`src/design/irc_defs.svh`:
```
// Offsets, field positions, reset values and source maps of the interrupt request control.
// Assumes a 32-bit AHB-Lite bus with one aligned word per 8-bit register.
`ifndef IRC_DEFS_SVH
`define IRC_DEFS_SVH

`define IRC_OFF_EDGE 8'h00
`define IRC_OFF_CTRL0 8'h04
`define IRC_OFF_GRP0 8'h14
`define IRC_REG_STRIDE 8'h04
`define IRC_RST_REG 8'h00
`define IRC_RST_RDATA 32'h00000000

`define IRC_BIT_GIE 0
`define IRC_EN_SHIFT 4
`define IRC_EN_SHIFT0 3
`define IRC_GRP_FLAG_LSB 4
`define IRC_GRP_EN_LSB 0
`define IRC_EDGE_A_LSB 0
`define IRC_EDGE_B_LSB 2

// Per primary source, index 13 first: control register number and flag bit
`define IRC_PRIM_REG {2'h3, 2'h3, 2'h3, 2'h2, 2'h2, 2'h2, 2'h2, 2'h1, 2'h1, 2'h1, 2'h1, \
	2'h0, 2'h0, 2'h0}
`define IRC_PRIM_BIT {3'h6, 3'h5, 3'h4, 3'h7, 3'h6, 3'h5, 3'h4, 3'h7, 3'h6, 3'h5, 3'h4, \
	3'h4, 3'h6, 3'h5}
// Primary index of pin A, pin B, each internal source and each group
`define IRC_PIN_A_PRIM 4'h0
`define IRC_PIN_B_PRIM 4'h1
`define IRC_INT_PRIM {4'hA, 4'h9, 4'h8, 4'h4, 4'h3, 4'h2}
`define IRC_GRP_PRIM {4'hD, 4'hC, 4'hB, 4'h7, 4'h6, 4'h5}
// Member slots present in each group, group 5 first
`define IRC_GRP_SLOTS {3'h3, 3'h7, 3'h7, 3'h3, 3'h3, 3'h3}

`endif

```
`src/design/irc_pkg.sv`:
```
// Types shared by the interrupt request control and its users.
// Assumes irc_defs.svh supplies the numeric constants.
package irc_pkg;
	typedef struct packed {
		logic valid;
		logic [3:0] vector;
	} irc_req_s;
	typedef logic [7:0] irc_byte_t;
endpackage

```
`src/design/irc_interrupt_request_control.sv`:
```
// Interrupt request flags, enables, edge detection and vector request to the core.
// Assumes a single AHB-Lite master, one clock, core acknowledges the vector it takes.
//
// Notes on behaviour
// - Pin B edge select at bits 3:2: 00 off, 01 rise, 10 fall, 11 both.
// - Pin A edge select at bits 1:0, same encoding as pin B.
// - Control 0: pin B, pin A, comparator 0 flags bits 6..4, enables 3..1.
// - Control 1: group 1, group 0, low voltage, serial flags 7..4, enables 3..0.
// - Four primary control registers, six group registers, one edge select register.
// - Some sources own a vector; grouped sources share their group vector.
// - Six groups numbered 0 to 5, each with request flag and enable.
// - The two pins raise requests on their configured edge.
// - Edge select bits 7..4 and control 0 bit 7 read zero.
// - Every source has an enable and a flag reading one while pending.
// - Flags latch even when disabled, but raise no interrupt then.
// - Servicing clears the global enable; new requests still latch.
// - Control 3: groups 5, 4, 3 flags at bits 6..4, enables 2..0.
`timescale 1ns/1ns
`include "irc_defs.svh"

module irc_interrupt_request_control import irc_pkg::*; #(
	parameter int NUM_PRIM = 14,
	parameter int NUM_GRP = 6,
	parameter int NUM_INT = 6
) (
	input wire logic ref_clk_in,
	input wire logic rst_in,
	input wire logic hsel_in,
	input wire logic [31:0] haddr_in,
	input wire logic [1:0] htrans_in,
	input wire logic hwrite_in,
	input wire logic [2:0] hsize_in,
	input wire logic hready_in,
	input wire logic [31:0] hwdata_in,
	output logic [31:0] hrdata_out,
	output logic hreadyout_out,
	output logic hresp_out,
	input wire logic ext_irq_pin_a_in,
	input wire logic ext_irq_pin_b_in,
	input wire logic [NUM_INT-1:0] int_event_in,
	input wire logic [NUM_GRP*3-1:0] member_event_in,
	input wire logic irq_ack_in,
	output irc_req_s irq_req_out
);

	localparam logic [13:0][1:0] PREG = `IRC_PRIM_REG;
	localparam logic [13:0][2:0] PBIT = `IRC_PRIM_BIT;
	localparam logic [5:0][3:0] INTP = `IRC_INT_PRIM;
	localparam logic [5:0][3:0] GPRIM = `IRC_GRP_PRIM;
	localparam logic [5:0][2:0] SLOTS = `IRC_GRP_SLOTS;

	generate
		if (NUM_PRIM != 14 || NUM_GRP != 6 || NUM_INT != 6) begin : g_bad_cfg
			$error("source counts are fixed by the register layout");
		end
	endgenerate

	////////////////////////////////////////////////////////////////////////////////
	// State
	logic [2:0] pa_s;
	logic [2:0] pb_s;
	logic [3:0] edge_sel;
	logic gie;
	logic [13:0] pflag;
	logic [13:0] penable;
	logic [5:0][2:0] mflag;
	logic [5:0][2:0] men;
	logic wr_q;
	logic [7:0] wa_q;
	irc_req_s next_req;

	////////////////////////////////////////////////////////////////////////////////
	// Pin synchronisers; stage 0 feeds only stage 1
	always_ff @(posedge ref_clk_in or posedge rst_in) begin
		if (rst_in) begin
			pa_s <= 3'h0;
			pb_s <= 3'h0;
		end else begin
			pa_s <= {pa_s[1:0], ext_irq_pin_a_in};
			pb_s <= {pb_s[1:0], ext_irq_pin_b_in};
		end
	end

	wire pa_rise = pa_s[1] & ~pa_s[2];
	wire pa_fall = ~pa_s[1] & pa_s[2];
	wire pb_rise = pb_s[1] & ~pb_s[2];
	wire pb_fall = ~pb_s[1] & pb_s[2];
	wire [1:0] sel_a = edge_sel[`IRC_EDGE_A_LSB +: 2];
	wire [1:0] sel_b = edge_sel[`IRC_EDGE_B_LSB +: 2];
	wire pa_ev = (sel_a[0] & pa_rise) | (sel_a[1] & pa_fall);
	wire pb_ev = (sel_b[0] & pb_rise) | (sel_b[1] & pb_fall);

	////////////////////////////////////////////////////////////////////////////////
	// AHB-Lite slave: zero wait, always OKAY, write lands in the data phase
	wire addr_go = hsel_in & hready_in & htrans_in[1];
	wire [7:0] ra = haddr_in[7:0];
	wire [7:0] wd = hwdata_in[7:0];
	wire [3:0] wr_prim;
	wire [5:0] wr_grp;
	wire [3:0] rh_prim;
	wire [5:0] rh_grp;
	wire wr_edge = wr_q & (wa_q == `IRC_OFF_EDGE);
	wire rh_edge = ra == `IRC_OFF_EDGE;
	logic [3:0][7:0] prim_rd;
	logic [5:0][7:0] grp_rd;
	wire [7:0] edge_rd = {4'h0, edge_sel};
	// Unmapped addresses hit nothing and read zero
	wire [7:0] rd_byte = (rh_edge ? edge_rd : 8'h00) | or_prim(rh_prim, prim_rd)
		| or_grp(rh_grp, grp_rd);

	always_ff @(posedge ref_clk_in or posedge rst_in) begin
		if (rst_in) begin
			wr_q <= 1'b0;
			wa_q <= `IRC_RST_REG;
			hrdata_out <= `IRC_RST_RDATA;
			hreadyout_out <= 1'b1;
			hresp_out <= 1'b0;
		end else begin
			wr_q <= addr_go & hwrite_in;
			wa_q <= addr_go ? ra : wa_q;
			hrdata_out <= (addr_go & ~hwrite_in) ? {24'h0, rd_byte} : `IRC_RST_RDATA;
			hreadyout_out <= 1'b1;
			hresp_out <= 1'b0;
		end
	end

	function automatic irc_byte_t or_prim(input logic [3:0] h, input logic [3:0][7:0] v);
		irc_byte_t b;
		b = 8'h00;
		for (int k = 0; k < 4; k++) begin
			b = b | (h[k] ? v[k] : 8'h00);
		end
		return b;
	endfunction

	function automatic irc_byte_t or_grp(input logic [5:0] h, input logic [5:0][7:0] v);
		irc_byte_t b;
		b = 8'h00;
		for (int k = 0; k < 6; k++) begin
			b = b | (h[k] ? v[k] : 8'h00);
		end
		return b;
	endfunction

	// Flag and enable pairs share a register; enable four below its flag, three in control 0
	function automatic irc_byte_t prim_byte(input logic [1:0] r, input logic [13:0] f,
		input logic [13:0] e);
		irc_byte_t b;
		b = 8'h00;
		for (int i = 0; i < 14; i++) begin
			if (PREG[i] == r) begin
				b[PBIT[i]] = f[i];
				b[PBIT[i] - ((r == 2'h0) ? `IRC_EN_SHIFT0 : `IRC_EN_SHIFT)] = e[i];
			end
		end
		return b;
	endfunction

	generate
		for (genvar r = 0; r < 4; r++) begin : g_prim_reg
			localparam logic [7:0] OFF = `IRC_OFF_CTRL0 + 8'(r) * `IRC_REG_STRIDE;
			assign wr_prim[r] = wr_q & (wa_q == OFF);
			assign rh_prim[r] = ra == OFF;
			if (r == 0) begin : g_gie
				assign prim_rd[r] = prim_byte(2'(r), pflag, penable) | {7'h00, gie};
			end else begin : g_plain
				assign prim_rd[r] = prim_byte(2'(r), pflag, penable);
			end
		end
	endgenerate

	always_ff @(posedge ref_clk_in or posedge rst_in) begin
		if (rst_in) begin
			edge_sel <= 4'h0;
		end else if (wr_edge) begin
			edge_sel <= wd[3:0];
		end
	end

	////////////////////////////////////////////////////////////////////////////////
	// Group registers and member flags
	wire [5:0] grp_set;
	wire [13:0] ev_prim;

	generate
		for (genvar g = 0; g < 6; g++) begin : g_grp
			localparam logic [7:0] OFF = `IRC_OFF_GRP0 + 8'(g) * `IRC_REG_STRIDE;
			wire [2:0] mev = member_event_in[g*3 +: 3] & SLOTS[g];
			assign wr_grp[g] = wr_q & (wa_q == OFF);
			assign rh_grp[g] = ra == OFF;
			assign grp_rd[g] = {1'b0, mflag[g], 1'b0, men[g]};
			assign grp_set[g] = |(mev & men[g]);
			assign ev_prim[GPRIM[g]] = grp_set[g];
			always_ff @(posedge ref_clk_in or posedge rst_in) begin
				if (rst_in) begin
					mflag[g] <= 3'h0;
					men[g] <= 3'h0;
				end else begin
					// Member event wins over a software clear in the same cycle
					mflag[g] <= SLOTS[g] & (mev | (wr_grp[g] ? wd[`IRC_GRP_FLAG_LSB +: 3]
						: mflag[g]));
					men[g] <= SLOTS[g] & (wr_grp[g] ? wd[`IRC_GRP_EN_LSB +: 3] : men[g]);
				end
			end
		end
		for (genvar j = 0; j < 6; j++) begin : g_int
			assign ev_prim[INTP[j]] = int_event_in[j];
		end
	endgenerate

	assign ev_prim[`IRC_PIN_A_PRIM] = pa_ev;
	assign ev_prim[`IRC_PIN_B_PRIM] = pb_ev;

	////////////////////////////////////////////////////////////////////////////////
	// Primary flags; dedicated and group flags clear when the core takes the vector
	wire ack_go = irq_ack_in & irq_req_out.valid;

	generate
		for (genvar i = 0; i < 14; i++) begin : g_prim
			wire wsel = wr_prim[PREG[i]];
			wire taken = ack_go & (irq_req_out.vector == 4'(i));
			localparam int ESH = (PREG[i] == 2'h0) ? `IRC_EN_SHIFT0 : `IRC_EN_SHIFT;
			always_ff @(posedge ref_clk_in or posedge rst_in) begin
				if (rst_in) begin
					pflag[i] <= 1'b0;
					penable[i] <= 1'b0;
				end else begin
					pflag[i] <= ev_prim[i] | (wsel ? wd[PBIT[i]] : pflag[i] & ~taken);
					penable[i] <= wsel ? wd[PBIT[i] - ESH] : penable[i];
				end
			end
		end
	endgenerate

	always_ff @(posedge ref_clk_in or posedge rst_in) begin
		if (rst_in) begin
			gie <= 1'b0;
		end else if (ack_go) begin
			gie <= 1'b0;
		end else if (wr_prim[0]) begin
			gie <= wd[`IRC_BIT_GIE];
		end
	end

	////////////////////////////////////////////////////////////////////////////////
	// Vector request: lowest primary index wins
	wire [13:0] pend = pflag & penable;

	function automatic logic [3:0] first_set(input logic [13:0] v);
		logic [3:0] f;
		f = 4'h0;
		for (int i = 13; i >= 0; i--) begin
			if (v[i]) begin
				f = 4'(i);
			end
		end
		return f;
	endfunction

	assign next_req.valid = gie & (|pend) & ~ack_go;
	assign next_req.vector = first_set(pend);

	always_ff @(posedge ref_clk_in or posedge rst_in) begin
		if (rst_in) begin
			irq_req_out <= '0;
		end else begin
			irq_req_out <= next_req;
		end
	end
endmodule

```
`config.mk`:
```
export PLATFORM = sky130hd
export DESIGN_NAME = irc_interrupt_request_control
export DESIGN_NICKNAME = d
export VERILOG_FILES = /design/src/design/irc_pkg.sv /design/src/design/irc_interrupt_request_control.sv
export VERILOG_INCLUDE_DIRS = /design/src /design/src/design
export SDC_FILE = /design/constraint.sdc
export NUM_CORES = 1
export LEC_CHECK = 0
export BUFFER_PORTS_ARGS = -buffer_cell sky130_fd_sc_hd__clkbuf_2
export CAP_MARGIN = 15
export CORE_ASPECT_RATIO = 0.9
export CORE_UTILIZATION = 40
export CTS_CLUSTER_DIAMETER = 40
export DETAILED_ROUTE_END_ITERATION = 16
export PLACE_DENSITY = 0.63
export SLEW_MARGIN = 20
export SYNTH_ARGS = -nofsm -noshare
export SYNTH_HDL_FRONTEND = slang
export SYNTH_SLANG_ARGS = --single-unit
export TNS_END_PERCENT = 50
```
`constraint.sdc`:
```
create_clock -name ref_clk_in -period 2.79 [get_ports ref_clk_in]
set_input_delay 0 -clock ref_clk_in [delete_from_list [all_inputs] [get_ports ref_clk_in]]
set_output_delay 0 -clock ref_clk_in [all_outputs]
set_load 0.02 [all_outputs]
```
; Word level (Yosys, flattened, before mapping)
; Cells that the tools add are included.
[word_totals]
ff_bits = 89
out_inout_bits = 39
elab_cells = 255
[op_classes]
n_reduce_logical = 11
eq_ne = 33
bitwise = 114
muxes = 48
[op_table]
columns = operator, count
row1 = $eq 8x5->1 const B, 8
row2 = $mux 4, 15
row3 = $and 1x1->1, 54
row4 = $eq 8x6->1 const B, 6
row5 = $eq 8x4->1 const B, 4
row6 = $mux 8, 4
row7 = $eq 4x4->1 const B, 6
row8 = $mux 6, 4
row9 = $mux 7, 3
row10 = $not 1->1, 20
row11 = $reduce_or 3->1, 6
row12 = $eq 4x3->1 const B, 4
row13 = $eq 8x3->1 const B, 2
row14 = $logic_not 8->1, 2
row15 = $mux 1, 16
row16 = $or 1x1->1, 16
row17 = $or 8x7->8, 2
row18 = $or 8x8->8, 2
row19 = $and 14x14->14, 1
row20 = $reduce_or 14->1, 1
row21 = $or 6x6->6, 2
row22 = $and 2x2->2, 4
row23 = $eq 4x2->1 const B, 2
row24 = $mux 2, 4
row25 = other kinds (12), 18

; Logic depth before layout (Yosys ltp)
; Gate-level depths: netlist of the first run.
[depth]
ltp_word = 15
ltp_mapped = 7
ltp_nobuf = 5

; Worst setup path after synthesis of the first run
; OpenSTA, ideal clock, no wires.
[synth_path]
path_type = register to register
from = register wa_q[7]
to = register penable[10]
path_slack_ns = 1.155
arrival_ns = 1.510
stages_incl_launch_ff = 6
synth_period_minus_slack_ns = 1.635
cell_sequence = dfrtp_1 > nor4b_4 > nand2b_1 > nor2_1 > buf_4 > mux2_2
[synth_between]
elab_chain_cells = 2
[synth_lines]
columns = item, line
row1 = start: declaration, irc_interrupt_request_control.sv:69  ; logic [7:0] wa_q;
row2 = start signal: assignment, irc_interrupt_request_control.sv:114  ; wa_q <= `IRC_RST_REG;
row3 = start signal: assignment, irc_interrupt_request_control.sv:120  ; wa_q <= addr_go ? ra : wa_q;
row4 = $eq 8x4->1, irc_interrupt_request_control.sv:162  ; assign wr_prim[r] = wr_q & (wa_q == OFF);
row5 = $and 1x1->1, irc_interrupt_request_control.sv:162
row6 = end signal: indexed assignment, irc_interrupt_request_control.sv:229  ; penable[i] <= wsel ? wd[PBIT[i] - ESH] : penable[i];
row7 = end: declaration, irc_interrupt_request_control.sv:65  ; logic [13:0] penable;
; Every way passes these cells.
; A chain may end at the register's enable or synchronous reset.

; Worst setup path in the final report of the first run
[layout_path]
from = register wa_q[7]
to = register pflag[10]
[layout_between]
elab_chain_cells = 4
[layout_lines]
columns = item, line
row1 = $eq 8x4->1, irc_interrupt_request_control.sv:162
row2 = $and 1x1->1, irc_interrupt_request_control.sv:162
row3 = $mux 1, irc_interrupt_request_control.sv:228  ; pflag[i] <= ev_prim[i] | (wsel ? wd[PBIT[i]] : pflag[i] & ~taken);
row4 = $or 1x1->1, irc_interrupt_request_control.sv:228
row5 = end signal: indexed assignment, irc_interrupt_request_control.sv:228
row6 = end: declaration, irc_interrupt_request_control.sv:64  ; logic [13:0] pflag;
; Every way passes these cells.

==> results.sh, run 1 <==
export IMPL_preCtsSetupSlack_ns=0.607
export IMPL_rsz0062_at_grt="no"
export IMPL_worstPathArrival_ns=2.46
export IMPL_gp_congestion=0.919
export IMPL_cts_sinks=89
export IMPL_ys_flop_type="dfrtp_1"
export IMPL_synth_top_area_share_pct=48.5
export IMPL_cp_cell_sequence="nor4b_4 > nand2b_1 > nor2_1 > buf_4 > nor2_1 > a211o_1 > dlygate4sd3_1"
export IMPL_htree_levels=3
export IMPL_drive_gt1_share_pct=26.2
export IMPL_slew_headroom_pct=52.2
export IMPL_synthArstFlopShare_pct=100
export IMPL_tightest_slew_ns=0.717
export IMPL_routedWlPerCell_um=19.0
export IMPL_p_leak_nw=2.33
export IMPL_die_y_um=104
export IMPL_setup_ws_ns=0.551
export IMPL_clkTransAtPathRegs_ns=0.07
export IMPL_synthAdderAreaFrac_pct=0
export IMPL_synthTopCellsByArea="dfrtp_1 49%, mux2_2 12%, buf_4 4.7%"
export IMPL_synth_seq_cells=89
export IMPL_timing_max_cap_violations=0
export IMPL_period_minus_slack_ns=2.24
export IMPL_fillers=1016
export IMPL_r2r_slack_ns=0.55
export IMPL_end_kind="flip-flop"
export IMPL_synthSimpleGateAreaFrac_pct=16.7
export IMPL_synth_compound_gate_area_share_pct=14.0
export IMPL_status="finished, final reports clean"
export IMPL_core_mm2=0.0110
export IMPL_intPower_w=0.00216
export IMPL_gr_usage_all_layers_pct=22.2
export IMPL_combPwrFrac_pct=13.4
export IMPL_synthMuxAreaShare_pct=14.3
export IMPL_root_buffer="clkbuf_16"
export IMPL_cp_data_required_time_ns=3.01
export IMPL_cpMaxStageDelayCell="dlygate4sd3_1"
export IMPL_synth_top_family_by_area="simple AND/OR/NAND/NOR gates"
export IMPL_postRouteAntennaNets=0
export IMPL_start_util_pct=41.7
export IMPL_std_cell_rows=36
export IMPL_fin_nets=612
export IMPL_seqPwrFrac_pct=48.1
export IMPL_clkPwrFrac_pct=38.5
export IMPL_port_buffers=57
export IMPL_drt_total_wl_um=12700
export IMPL_place_hpwl_um=9270
export IMPL_worst_path_buf_inv=2
export IMPL_gr_total_overflow=0
export IMPL_grt_pass1_vias=3481
export IMPL_firstDrtPassIters=6
export IMPL_peakVddDrop_uv=280
export IMPL_max_freq_mhz=447
export IMPL_critical_path_class="reg -> reg"
export IMPL_skew_ns=0.00355
export IMPL_slew_violations=0
export IMPL_area_growth_pct=20.2
export IMPL_synth_seq_area_share_pct=48.5
export IMPL_syn_inst=425
export IMPL_grt_max_degree=36
export IMPL_finalCritPeriodShare_pct=80.3
export IMPL_yosysTopAreaCell="dfrtp_1"
export IMPL_tns_ns=0
export IMPL_syn_area_per_cell_um2=10.8
export IMPL_clk_latency_ns=0.34
export IMPL_p_switching_w=0.000853
export IMPL_cts_buffer_depth=2
export IMPL_synth_distinct_cells=51
export IMPL_grt_pass1_wl_um=19900
export IMPL_initialDrtViolationCount=261
export IMPL_worst_path_max_fanout=12
export IMPL_synth_xor_area_share_pct=0
export IMPL_cts_setup_buffers=0
export IMPL_crit_family="buffers and inverters"
export IMPL_hp_class="in -> reg"
export IMPL_hold_violations=0
export IMPL_drc=0
export IMPL_cts_made_buffers=9
export IMPL_swShare_pct=28.3
export IMPL_cts_tree="yes"
export IMPL_die_w_um=115
export IMPL_timing_hold_ws_ns=0.0304
export IMPL_cellPowerDensity_mw_per_mm2=547
export IMPL_dieArea_mm2=0.0119
export IMPL_post_route_util_pct=50.2
export IMPL_antenna_found_initial=0
export IMPL_synth_edf_count=0
export IMPL_route_vias_total=3726
export IMPL_setup_violations_final=0
export IMPL_syn_area_mm2=0.00459
export IMPL_ys_warn_count=0
export IMPL_max_stage_delay_ns=0.55
export IMPL_avgViaCountPerCell=5.58
export IMPL_ios=140
export IMPL_start_kind="flip-flop"
export IMPL_timing_critical_path_mode_cell="nor2_1"
export IMPL_num_antenna_cells=0
[final cells by class]
cell class / count / area, um^2 / area share [%]
Clock inverter: 6 / 48.8 / 0.885
Timing Repair Buffer: 92 / 626 / 11.3
Sequential cell: 89 / 2230 / 40.4
Tap cell: 152 / 190 / 3.45
Inverter: 6 / 23.8 / 0.431
Clock buffer: 10 / 239 / 4.33
Multi-Input combinational cell: 313 / 2160 / 39.2
[cell usage in the layout (no fill, tap or decap), types with 8 or more instances in the layout]
cell type,synthesis,routed
a22oi_1,9,9
dlygate4sd3_1,0,31
clkbuf_16,0,9
conb_1,2,26
nand2_1,44,44
o21ai_0,21,21
nor2_1,29,29
a21oi_1,14,14
dfrtp_1,89,89
clkbuf_2,0,57
mux2i_1,8,8
a211o_1,16,16
mux2_2,47,47
nand3_1,18,18
[per-stage QoR]
step / area, um^2 / cells / total power, W
after floorplan: 4680 / 449 / 0.00172
after global placement: 4920 / 621 / 0.00183
after detailed placement: 4920 / 621 / 0.00184
after CTS: 5510 / 668 / 0.00303
after global routing: 5510 / 668 / 0.00314
final: 5510 / 668 / 0.00302
[logic make-up after synthesis]
kind of cell,after synthesis
mux,57
buf+inv,47
other cells,2
compound gates,92
flops,89
simple gates,138
[power by group through the flow]
stage                     logic [W]  clock network, W  registers, W
final                      0.000404           0.00116       0.00145
after CTS                  0.000401           0.00118       0.00145
after floorplan            0.000259                 0       0.00146
after global routing       0.000441           0.00124       0.00146
after global placement     0.000364                 0       0.00147
after detailed placement   0.000368                 0       0.00147
[cell usage after synthesis (all sizes together), types with 5 or more instances]
| library cell | count |
|---|---|
| a211o | 16 |
| a21oi | 14 |
| a22oi | 9 |
| buf | 34 |
| clkbuf | 7 |
| dfrtp | 89 |
| inv | 6 |
| mux2 | 47 |
| mux2i | 8 |
| nand2 | 44 |
| nand2b | 5 |
| nand3 | 18 |
| nand3b | 7 |
| nor2 | 29 |
| nor2b | 5 |
| nor4b | 5 |
| o211ai | 5 |
| o21ai | 23 |
[registers in the layout (all words and copies together), names as in the netlist]
signal,cells
irq_req_out,5
grp_rd,28
pflag,14
pa_s,3
pb_s,3
edge_sel,4
wa_q,8
gie,1
wr_q,1
hrdata_out,8
penable,14
[per-layer routing]
metal  up-vias  global-route usage, %  part of all wire, %
met3        24                   2.87                  8.4
met4         0                   6.40                  2.3
met2       198                   33.7                   45
met5         -                      0                    0
met1      1821                   33.0                   44
li1       1683                      -                    -
[path summary, 6_finish.rpt]
| check | depth (start not counted) | start | to |
|---|---|---|---|
| min in group asynchronous | 3 | rst_in | pa_s[2] |
| max | 7 | wa_q[7] | pflag[10] |
| min reg2reg | 0 | pa_s[0] | pa_s[1] |
| max reg2reg | 7 | wa_q[7] | pflag[10] |
| min | 2 | hwdata_in[6] | pflag[9] |
| max in group asynchronous | 4 | rst_in | pflag[8] |
[what timing repair did]
item / in CTS / in global routing
endpoints found under the hold margin: 64 / 0
gates resized for setup: 0 / 0
hold buffers: 31 / 0
[worst reg2reg max path, stage by stage (launching register included)]
cell and delay [ns]:
dfrtp_1 0.41, nor4b_4 0.37, nand2b_1 0.12, nor2_1 0.14
buf_4 0.22, nor2_1 0.07, a211o_1 0.25, dlygate4sd3_1 0.55
Power figures use the tool's default switching activity.
==> inputs of run 2 (changes only) <==
--- a/config.mk
+++ b/config.mk
@@ -12,7 +12,7 @@
 export CORE_UTILIZATION = 40
 export CTS_CLUSTER_DIAMETER = 40
 export DETAILED_ROUTE_END_ITERATION = 16
-export PLACE_DENSITY = 0.63
+export PLACE_DENSITY = 0.65
 export SLEW_MARGIN = 20
 export SYNTH_ARGS = -nofsm -noshare
 export SYNTH_HDL_FRONTEND = slang
==> constraint.sdc (replaced) <==
create_clock -name ref_clk_in -period 1.91 [get_ports ref_clk_in]
set_input_delay 0 -clock ref_clk_in [delete_from_list [all_inputs] [get_ports ref_clk_in]]
set_output_delay 0 -clock ref_clk_in [all_outputs]
set_load 0.02 [all_outputs]
==> results.sh, run 2 (synthesized netlist as in run 1, its figures left out) <==
export IMPL_timing_max_cap_violations=0
export IMPL_drive_gt1_share_pct=27.9
export IMPL_gr_usage_all_layers_pct=23.5
export IMPL_hold_path_depth=2
export IMPL_clk_latency_ns=0.35
export IMPL_dpl_cell_area_mm2=0.00508
export IMPL_num_antenna_cells=0
export IMPL_skew_ns=0.00811
export IMPL_max_stage_delay_ns=0.42
export IMPL_r2r_slack_ns=0.11
export IMPL_finalInstanceArea_mm2=0.00574
export IMPL_cp_data_required_time_ns=2.14
export IMPL_initialDrtViolationCount=358
export IMPL_cts_buffer_depth=2
export IMPL_setup_violations_final=0
export IMPL_peakVddDrop_uv=543
export IMPL_dieArea_mm2=0.0119
export IMPL_largest_register_ffs=28
export IMPL_place_hpwl_um=9790
export IMPL_fin_nets=626
export IMPL_start_kind="flip-flop"
export IMPL_ios=140
export IMPL_cpMaxStageDelayCell="dfrtp_1"
export IMPL_cts_sinks=89
export IMPL_cts_made_buffers=9
export IMPL_routedWlPerCell_um=19.3
export IMPL_violations="hold timing"
export IMPL_min_to="pflag[9]"
export IMPL_die_w_um=115
export IMPL_drt_total_wl_um=13100
export IMPL_timing_hold_ws_ns=-0.000402
export IMPL_slew_violations=0
export IMPL_root_buffer="clkbuf_16"
export IMPL_grt_max_degree=30
export IMPL_finalCritPeriodShare_pct=94.2
export IMPL_fillers=1012
export IMPL_reg2reg_from="wa_q[7]"
export IMPL_max_freq_mhz=556
export IMPL_cellPowerDensity_mw_per_mm2=834
export IMPL_critical_path_class="reg -> reg"
export IMPL_grt_pass1_wl_um=20600
export IMPL_gr_total_overflow=0
export IMPL_start_util_pct=41.7
export IMPL_hold_violations=1
export IMPL_worst_path_max_fanout=12
export IMPL_postRouteAntennaNets=0
export IMPL_port_buffers=57
export IMPL_rsz0062_at_grt="no"
export IMPL_period_minus_slack_ns=1.80
export IMPL_area_growth_pct=25.1
export IMPL_clkTransAtPathRegs_ns=0.06
export IMPL_hp_class="in -> reg"
export IMPL_cp_cell_sequence="nor4b_4 > and3b_1 > buf_12 > o21ai_1 > a221o_1"
export IMPL_final_cell_mix="89 x dfrtp_1, 57 x clkbuf_2, 47 x mux2_2, 44 x nand2_1, 31 x dlygate4sd3_1"
export IMPL_tightest_slew_ns=0.658
export IMPL_r2r_end="pflag[6]"
export IMPL_gp_congestion=0.932
export IMPL_hold_start="hwdata_in[6]"
export IMPL_slew_headroom_pct=56.0
export IMPL_p_leak_nw=2.45
export IMPL_post_route_util_pct=52.2
export IMPL_firstDrtPassIters=5
export IMPL_route_vias_total=3802
export IMPL_core_mm2=0.0110
export IMPL_end_kind="flip-flop"
export IMPL_final_common_cell="dfrtp_1"
export IMPL_worstPathArrival_ns=2.03
export IMPL_cts_tree="yes"
export IMPL_tns_ns=0
export IMPL_rr_worst_depth=5
export IMPL_die_y_um=104
export IMPL_grt_pass1_vias=3659
export IMPL_avgViaCountPerCell=5.57
export IMPL_std_cell_rows=36
export IMPL_htree_levels=3
export IMPL_antenna_found_initial=0
export IMPL_status="finished with violations"
export IMPL_drc=0
run 2: changes by cell type in the layout (fill, tap and decap cells not counted):
cell        previous run  this run
clkinvlp_4             3         2
bufinv_16              0         3
clkbuf_1               0         1
inv_6                  2         0
buf_12                 0         5
clkinv_4               1         0
buf_4                  4        13
run 2: stage by stage:
| step | cells | hold slack, ns | setup WS [ns] | total power, W |
|---|---|---|---|---|
| final | 682 | -0.000402 | 0.112 | 0.00479 |
| after global placement | 634 | 0.109 | 0.108 | 0.00270 |
| after floorplan | 449 | 0.0314 | 0.275 | 0.00251 |
| after CTS | 681 | 0.00574 | 0.0592 | 0.00481 |
| after global routing | 682 | 0.0211 | 0.0135 | 0.00497 |
| after detailed placement | 634 | 0.110 | 0.0706 | 0.00272 |
run 2: what timing repair did:
item,CTS,global route
endpoints found under the hold margin,64,0
gates resized for setup,0,0
hold buffers,31,0
setup buffers,0,1
setup endpoints to repair,0,3
run 2: where the power goes:
group | internal (W) | switching (W)
sequential | 0.00198 | 0.000135
clock | 0.00131 | 0.000736
combinational | 0.000274 | 0.000350
run 2: how the worst max path moves through the flow:
stage / end / from / cells past startpoint
floorplan: penable[10] / wa_q[7] / 5
global placement: grp_rd[21] / wa_q[7] / 4
detailed placement: grp_rd[21] / wa_q[7] / 4
CTS: grp_rd[20] / wa_q[7] / 4
global route: pflag[11] / wa_q[2] / 4
finish: pflag[6] / wa_q[7] / 5
run 2: layout make-up:
type / count / area [um^2] / share of cell area, %
sequential: 89 / 2230 / 38.8
timing repair buffer: 106 / 793 / 13.8
clock buffer: 11 / 243 / 4.23
multi-input combinational: 313 / 2160 / 37.6
clock inverter: 5 / 103 / 1.79
tap: 152 / 190 / 3.31
inverter: 6 / 26.3 / 0.458
run 2: routing by layer:
layer	track usage, %	wire (um)	vias to the layer above
li1	-	-	1717
met1	32.9	5750	1866
met2	36.0	6110	193
met3	3.10	945	26
met4	10.8	342	0
met5	0	0	-
run 2: worst max-delay path: cells and delay by family, from the launching register on:
family                 cells  cell delay (ns)
buffers and inverters      1             0.16
DFF                        1             0.42
AOI/OAI and AO/OA          2             0.40
and+or+nand+nor            2             0.69
==> inputs of run 3 (changes only) <==
--- a/config.mk
+++ b/config.mk
@@ -8,7 +8,7 @@
 export LEC_CHECK = 0
 export BUFFER_PORTS_ARGS = -buffer_cell sky130_fd_sc_hd__clkbuf_2
 export CAP_MARGIN = 15
-export CORE_ASPECT_RATIO = 0.9
+export CORE_ASPECT_RATIO = 1.4
 export CORE_UTILIZATION = 40
 export CTS_CLUSTER_DIAMETER = 40
 export DETAILED_ROUTE_END_ITERATION = 16
==> constraint.sdc (replaced) <==
create_clock -name ref_clk_in -period 1.91 [get_ports ref_clk_in]
set_input_delay 0.2865 -clock ref_clk_in [delete_from_list [all_inputs] [get_ports ref_clk_in]]
set_output_delay 0.2865 -clock ref_clk_in [all_outputs]
set_load 0.02 [all_outputs]
==> results.sh, run 3 (synthesized netlist as in run 1, its figures left out) <==
export IMPL_status="finished, final reports clean"
export IMPL_fin_nets=605
export IMPL_cts_tree="yes"
export IMPL_p_switching_w=0.00122
export IMPL_rr_worst_depth=5
export IMPL_start_kind="flip-flop"
export IMPL_seq_area_mm2=0.00223
export IMPL_drc=0
export IMPL_route_vias_total=3725
export IMPL_start_util_pct=41.8
export IMPL_power_w=0.00470
export IMPL_gr_usage_all_layers_pct=23.2
export IMPL_combPwrFrac_pct=12.6
export IMPL_multi_input_area_mm2=0.00217
export IMPL_initialDrtViolationCount=213
export IMPL_cts_setup_buffers=0
export IMPL_port_buffers=57
export IMPL_num_antenna_cells=0
export IMPL_avgViaCountPerCell=5.73
export IMPL_cts_buffer_depth=2
export IMPL_slew_violations=0
export IMPL_drive_gt1_share_pct=31.2
export IMPL_max_freq_mhz=550
export IMPL_final_cell_mix="89 x dfrtp_1, 57 x clkbuf_2, 47 x mux2_2, 44 x nand2_1, 29 x nor2_1"
export IMPL_period_minus_slack_ns=1.82
export IMPL_hold_path_depth=1
export IMPL_cp_data_required_time_ns=2.14
export IMPL_cts_made_buffers=9
export IMPL_largest_register_ffs=28
export IMPL_cellPowerDensity_mw_per_mm2=860
export IMPL_clkTransAtPathRegs_ns=0.07
export IMPL_antenna_found_initial=0
export IMPL_tns_ns=0
export IMPL_peakVddDrop_uv=461
export IMPL_hp_class="in -> reg"
export IMPL_hold_start="ext_irq_pin_b_in"
export IMPL_skew_ns=0.00597
export IMPL_critical_path_class="reg -> reg"
export IMPL_root_buffer="clkbuf_16"
export IMPL_swShare_pct=25.9
export IMPL_routedWlPerCell_um=20.1
export IMPL_fillers=1007
export IMPL_wl_met3_um=787
export IMPL_gp_congestion=0.958
export IMPL_grt_max_degree=40
export IMPL_place_hpwl_um=10100
export IMPL_slew_headroom_pct=49.4
export IMPL_worst_path_max_fanout=12
export IMPL_core_mm2=0.0110
export IMPL_setup_violations_final=0
export IMPL_seqPwrFrac_pct=45.1
export IMPL_intPower_w=0.00348
export IMPL_wl_met2_um=6580
export IMPL_cts_sinks=89
export IMPL_postRouteAntennaNets=0
export IMPL_final_common_cell="dfrtp_1"
export IMPL_firstDrtPassIters=6
export IMPL_rsz0062_at_grt="no"
export IMPL_htree_levels=3
export IMPL_r2r_slack_ns=0.09
export IMPL_reg2reg_from="wa_q[7]"
export IMPL_p_leak_nw=2.37
export IMPL_drt_total_wl_um=13100
export IMPL_finalCritPeriodShare_pct=95.3
export IMPL_grt_pass1_wl_um=20100
export IMPL_end_kind="flip-flop"
export IMPL_area_growth_pct=19.1
export IMPL_ios=140
export IMPL_die_y_um=129
export IMPL_r2r_end="penable[8]"
export IMPL_gr_total_overflow=0
export IMPL_met1_length_um=5190
export IMPL_dr_max_layer_used="met4"
export IMPL_clk_latency_ns=0.35
export IMPL_hold_violations=0
export IMPL_tightest_slew_ns=0.759
export IMPL_dieArea_mm2=0.0119
export IMPL_clkPwrFrac_pct=42.3
export IMPL_grt_pass1_vias=3666
export IMPL_die_w_um=92.5
export IMPL_worstPathArrival_ns=2.05
export IMPL_min_to="pb_s[0]"
export IMPL_std_cell_rows=45
export IMPL_timing_max_cap_violations=0
run 3: timing repair:
action / in CTS / in global routing
endpoints found under the hold margin: 5 / 0
gates resized for setup: 0 / 2
endpoints found under the setup margin: 0 / 5
hold buffers: 1 / 0
run 3: layout make-up:
type,count,area share (%)
clock buffers,12,4.88
repair buffers,85,9.57
multi-input cells,313,39.8
well taps,141,3.23
clock inverters,4,1.35
flip-flops and latches,89,40.7
inverters,6,0.481
run 3: power groups by stage:
stage	clock [W]	combinational [W]	sequential, W
after floorplan	0	0.000379	0.00213
after global placement	0	0.000576	0.00214
after detailed placement	0	0.000582	0.00215
after CTS	0.00201	0.000586	0.00211
after global routing	0.00210	0.000639	0.00213
final	0.00199	0.000590	0.00212
run 3: per-layer routing:
layer | vias up | track usage [%]
li1 | 1666 | -
met5 | - | 0
met3 | 33 | 4.67
met1 | 1852 | 27.5
met2 | 174 | 39.3
met4 | 0 | 12.3
run 3: how the worst max path moves through the flow:
stage / start / slack [ns] / endpoint / depth (start not counted)
global route: wa_q[7] / 0.009 / grp_rd[21] / 4
floorplan: wa_q[7] / 0.28 / penable[10] / 5
global placement: wa_q[7] / 0.15 / penable[9] / 5
finish: wa_q[7] / 0.09 / penable[8] / 5
CTS: wa_q[7] / 0.12 / grp_rd[21] / 4
detailed placement: wa_q[7] / 0.12 / grp_rd[21] / 4
run 3: worst max-delay path, stage by stage (launching register included):
cell,delay [ns]
dfrtp_1,0.42
nor4b_4,0.42
nand2b_1,0.14
nor2_1,0.16
buf_4,0.22
mux2_2,0.35
run 3: through the flow:
| step | instance area [um^2] | worst slack [ns] | hold WS [ns] | utilization, % | instances |
|---|---|---|---|---|---|
| 5_1_grt | 5470 | 0.00924 | 0.0309 | 49.8 | 650 |
| 2_1_floorplan | 4680 | 0.275 | 0.318 | - | 449 |
| 3_3_place_gp | 5100 | 0.153 | 0.212 | 46.5 | 633 |
| 6_report | 5470 | 0.0903 | 0.0422 | 49.8 | 650 |
| 4_1_cts | 5450 | 0.116 | 0.0381 | 49.7 | 650 |
| 3_5_place_dp | 5100 | 0.121 | 0.218 | 46.5 | 633 |
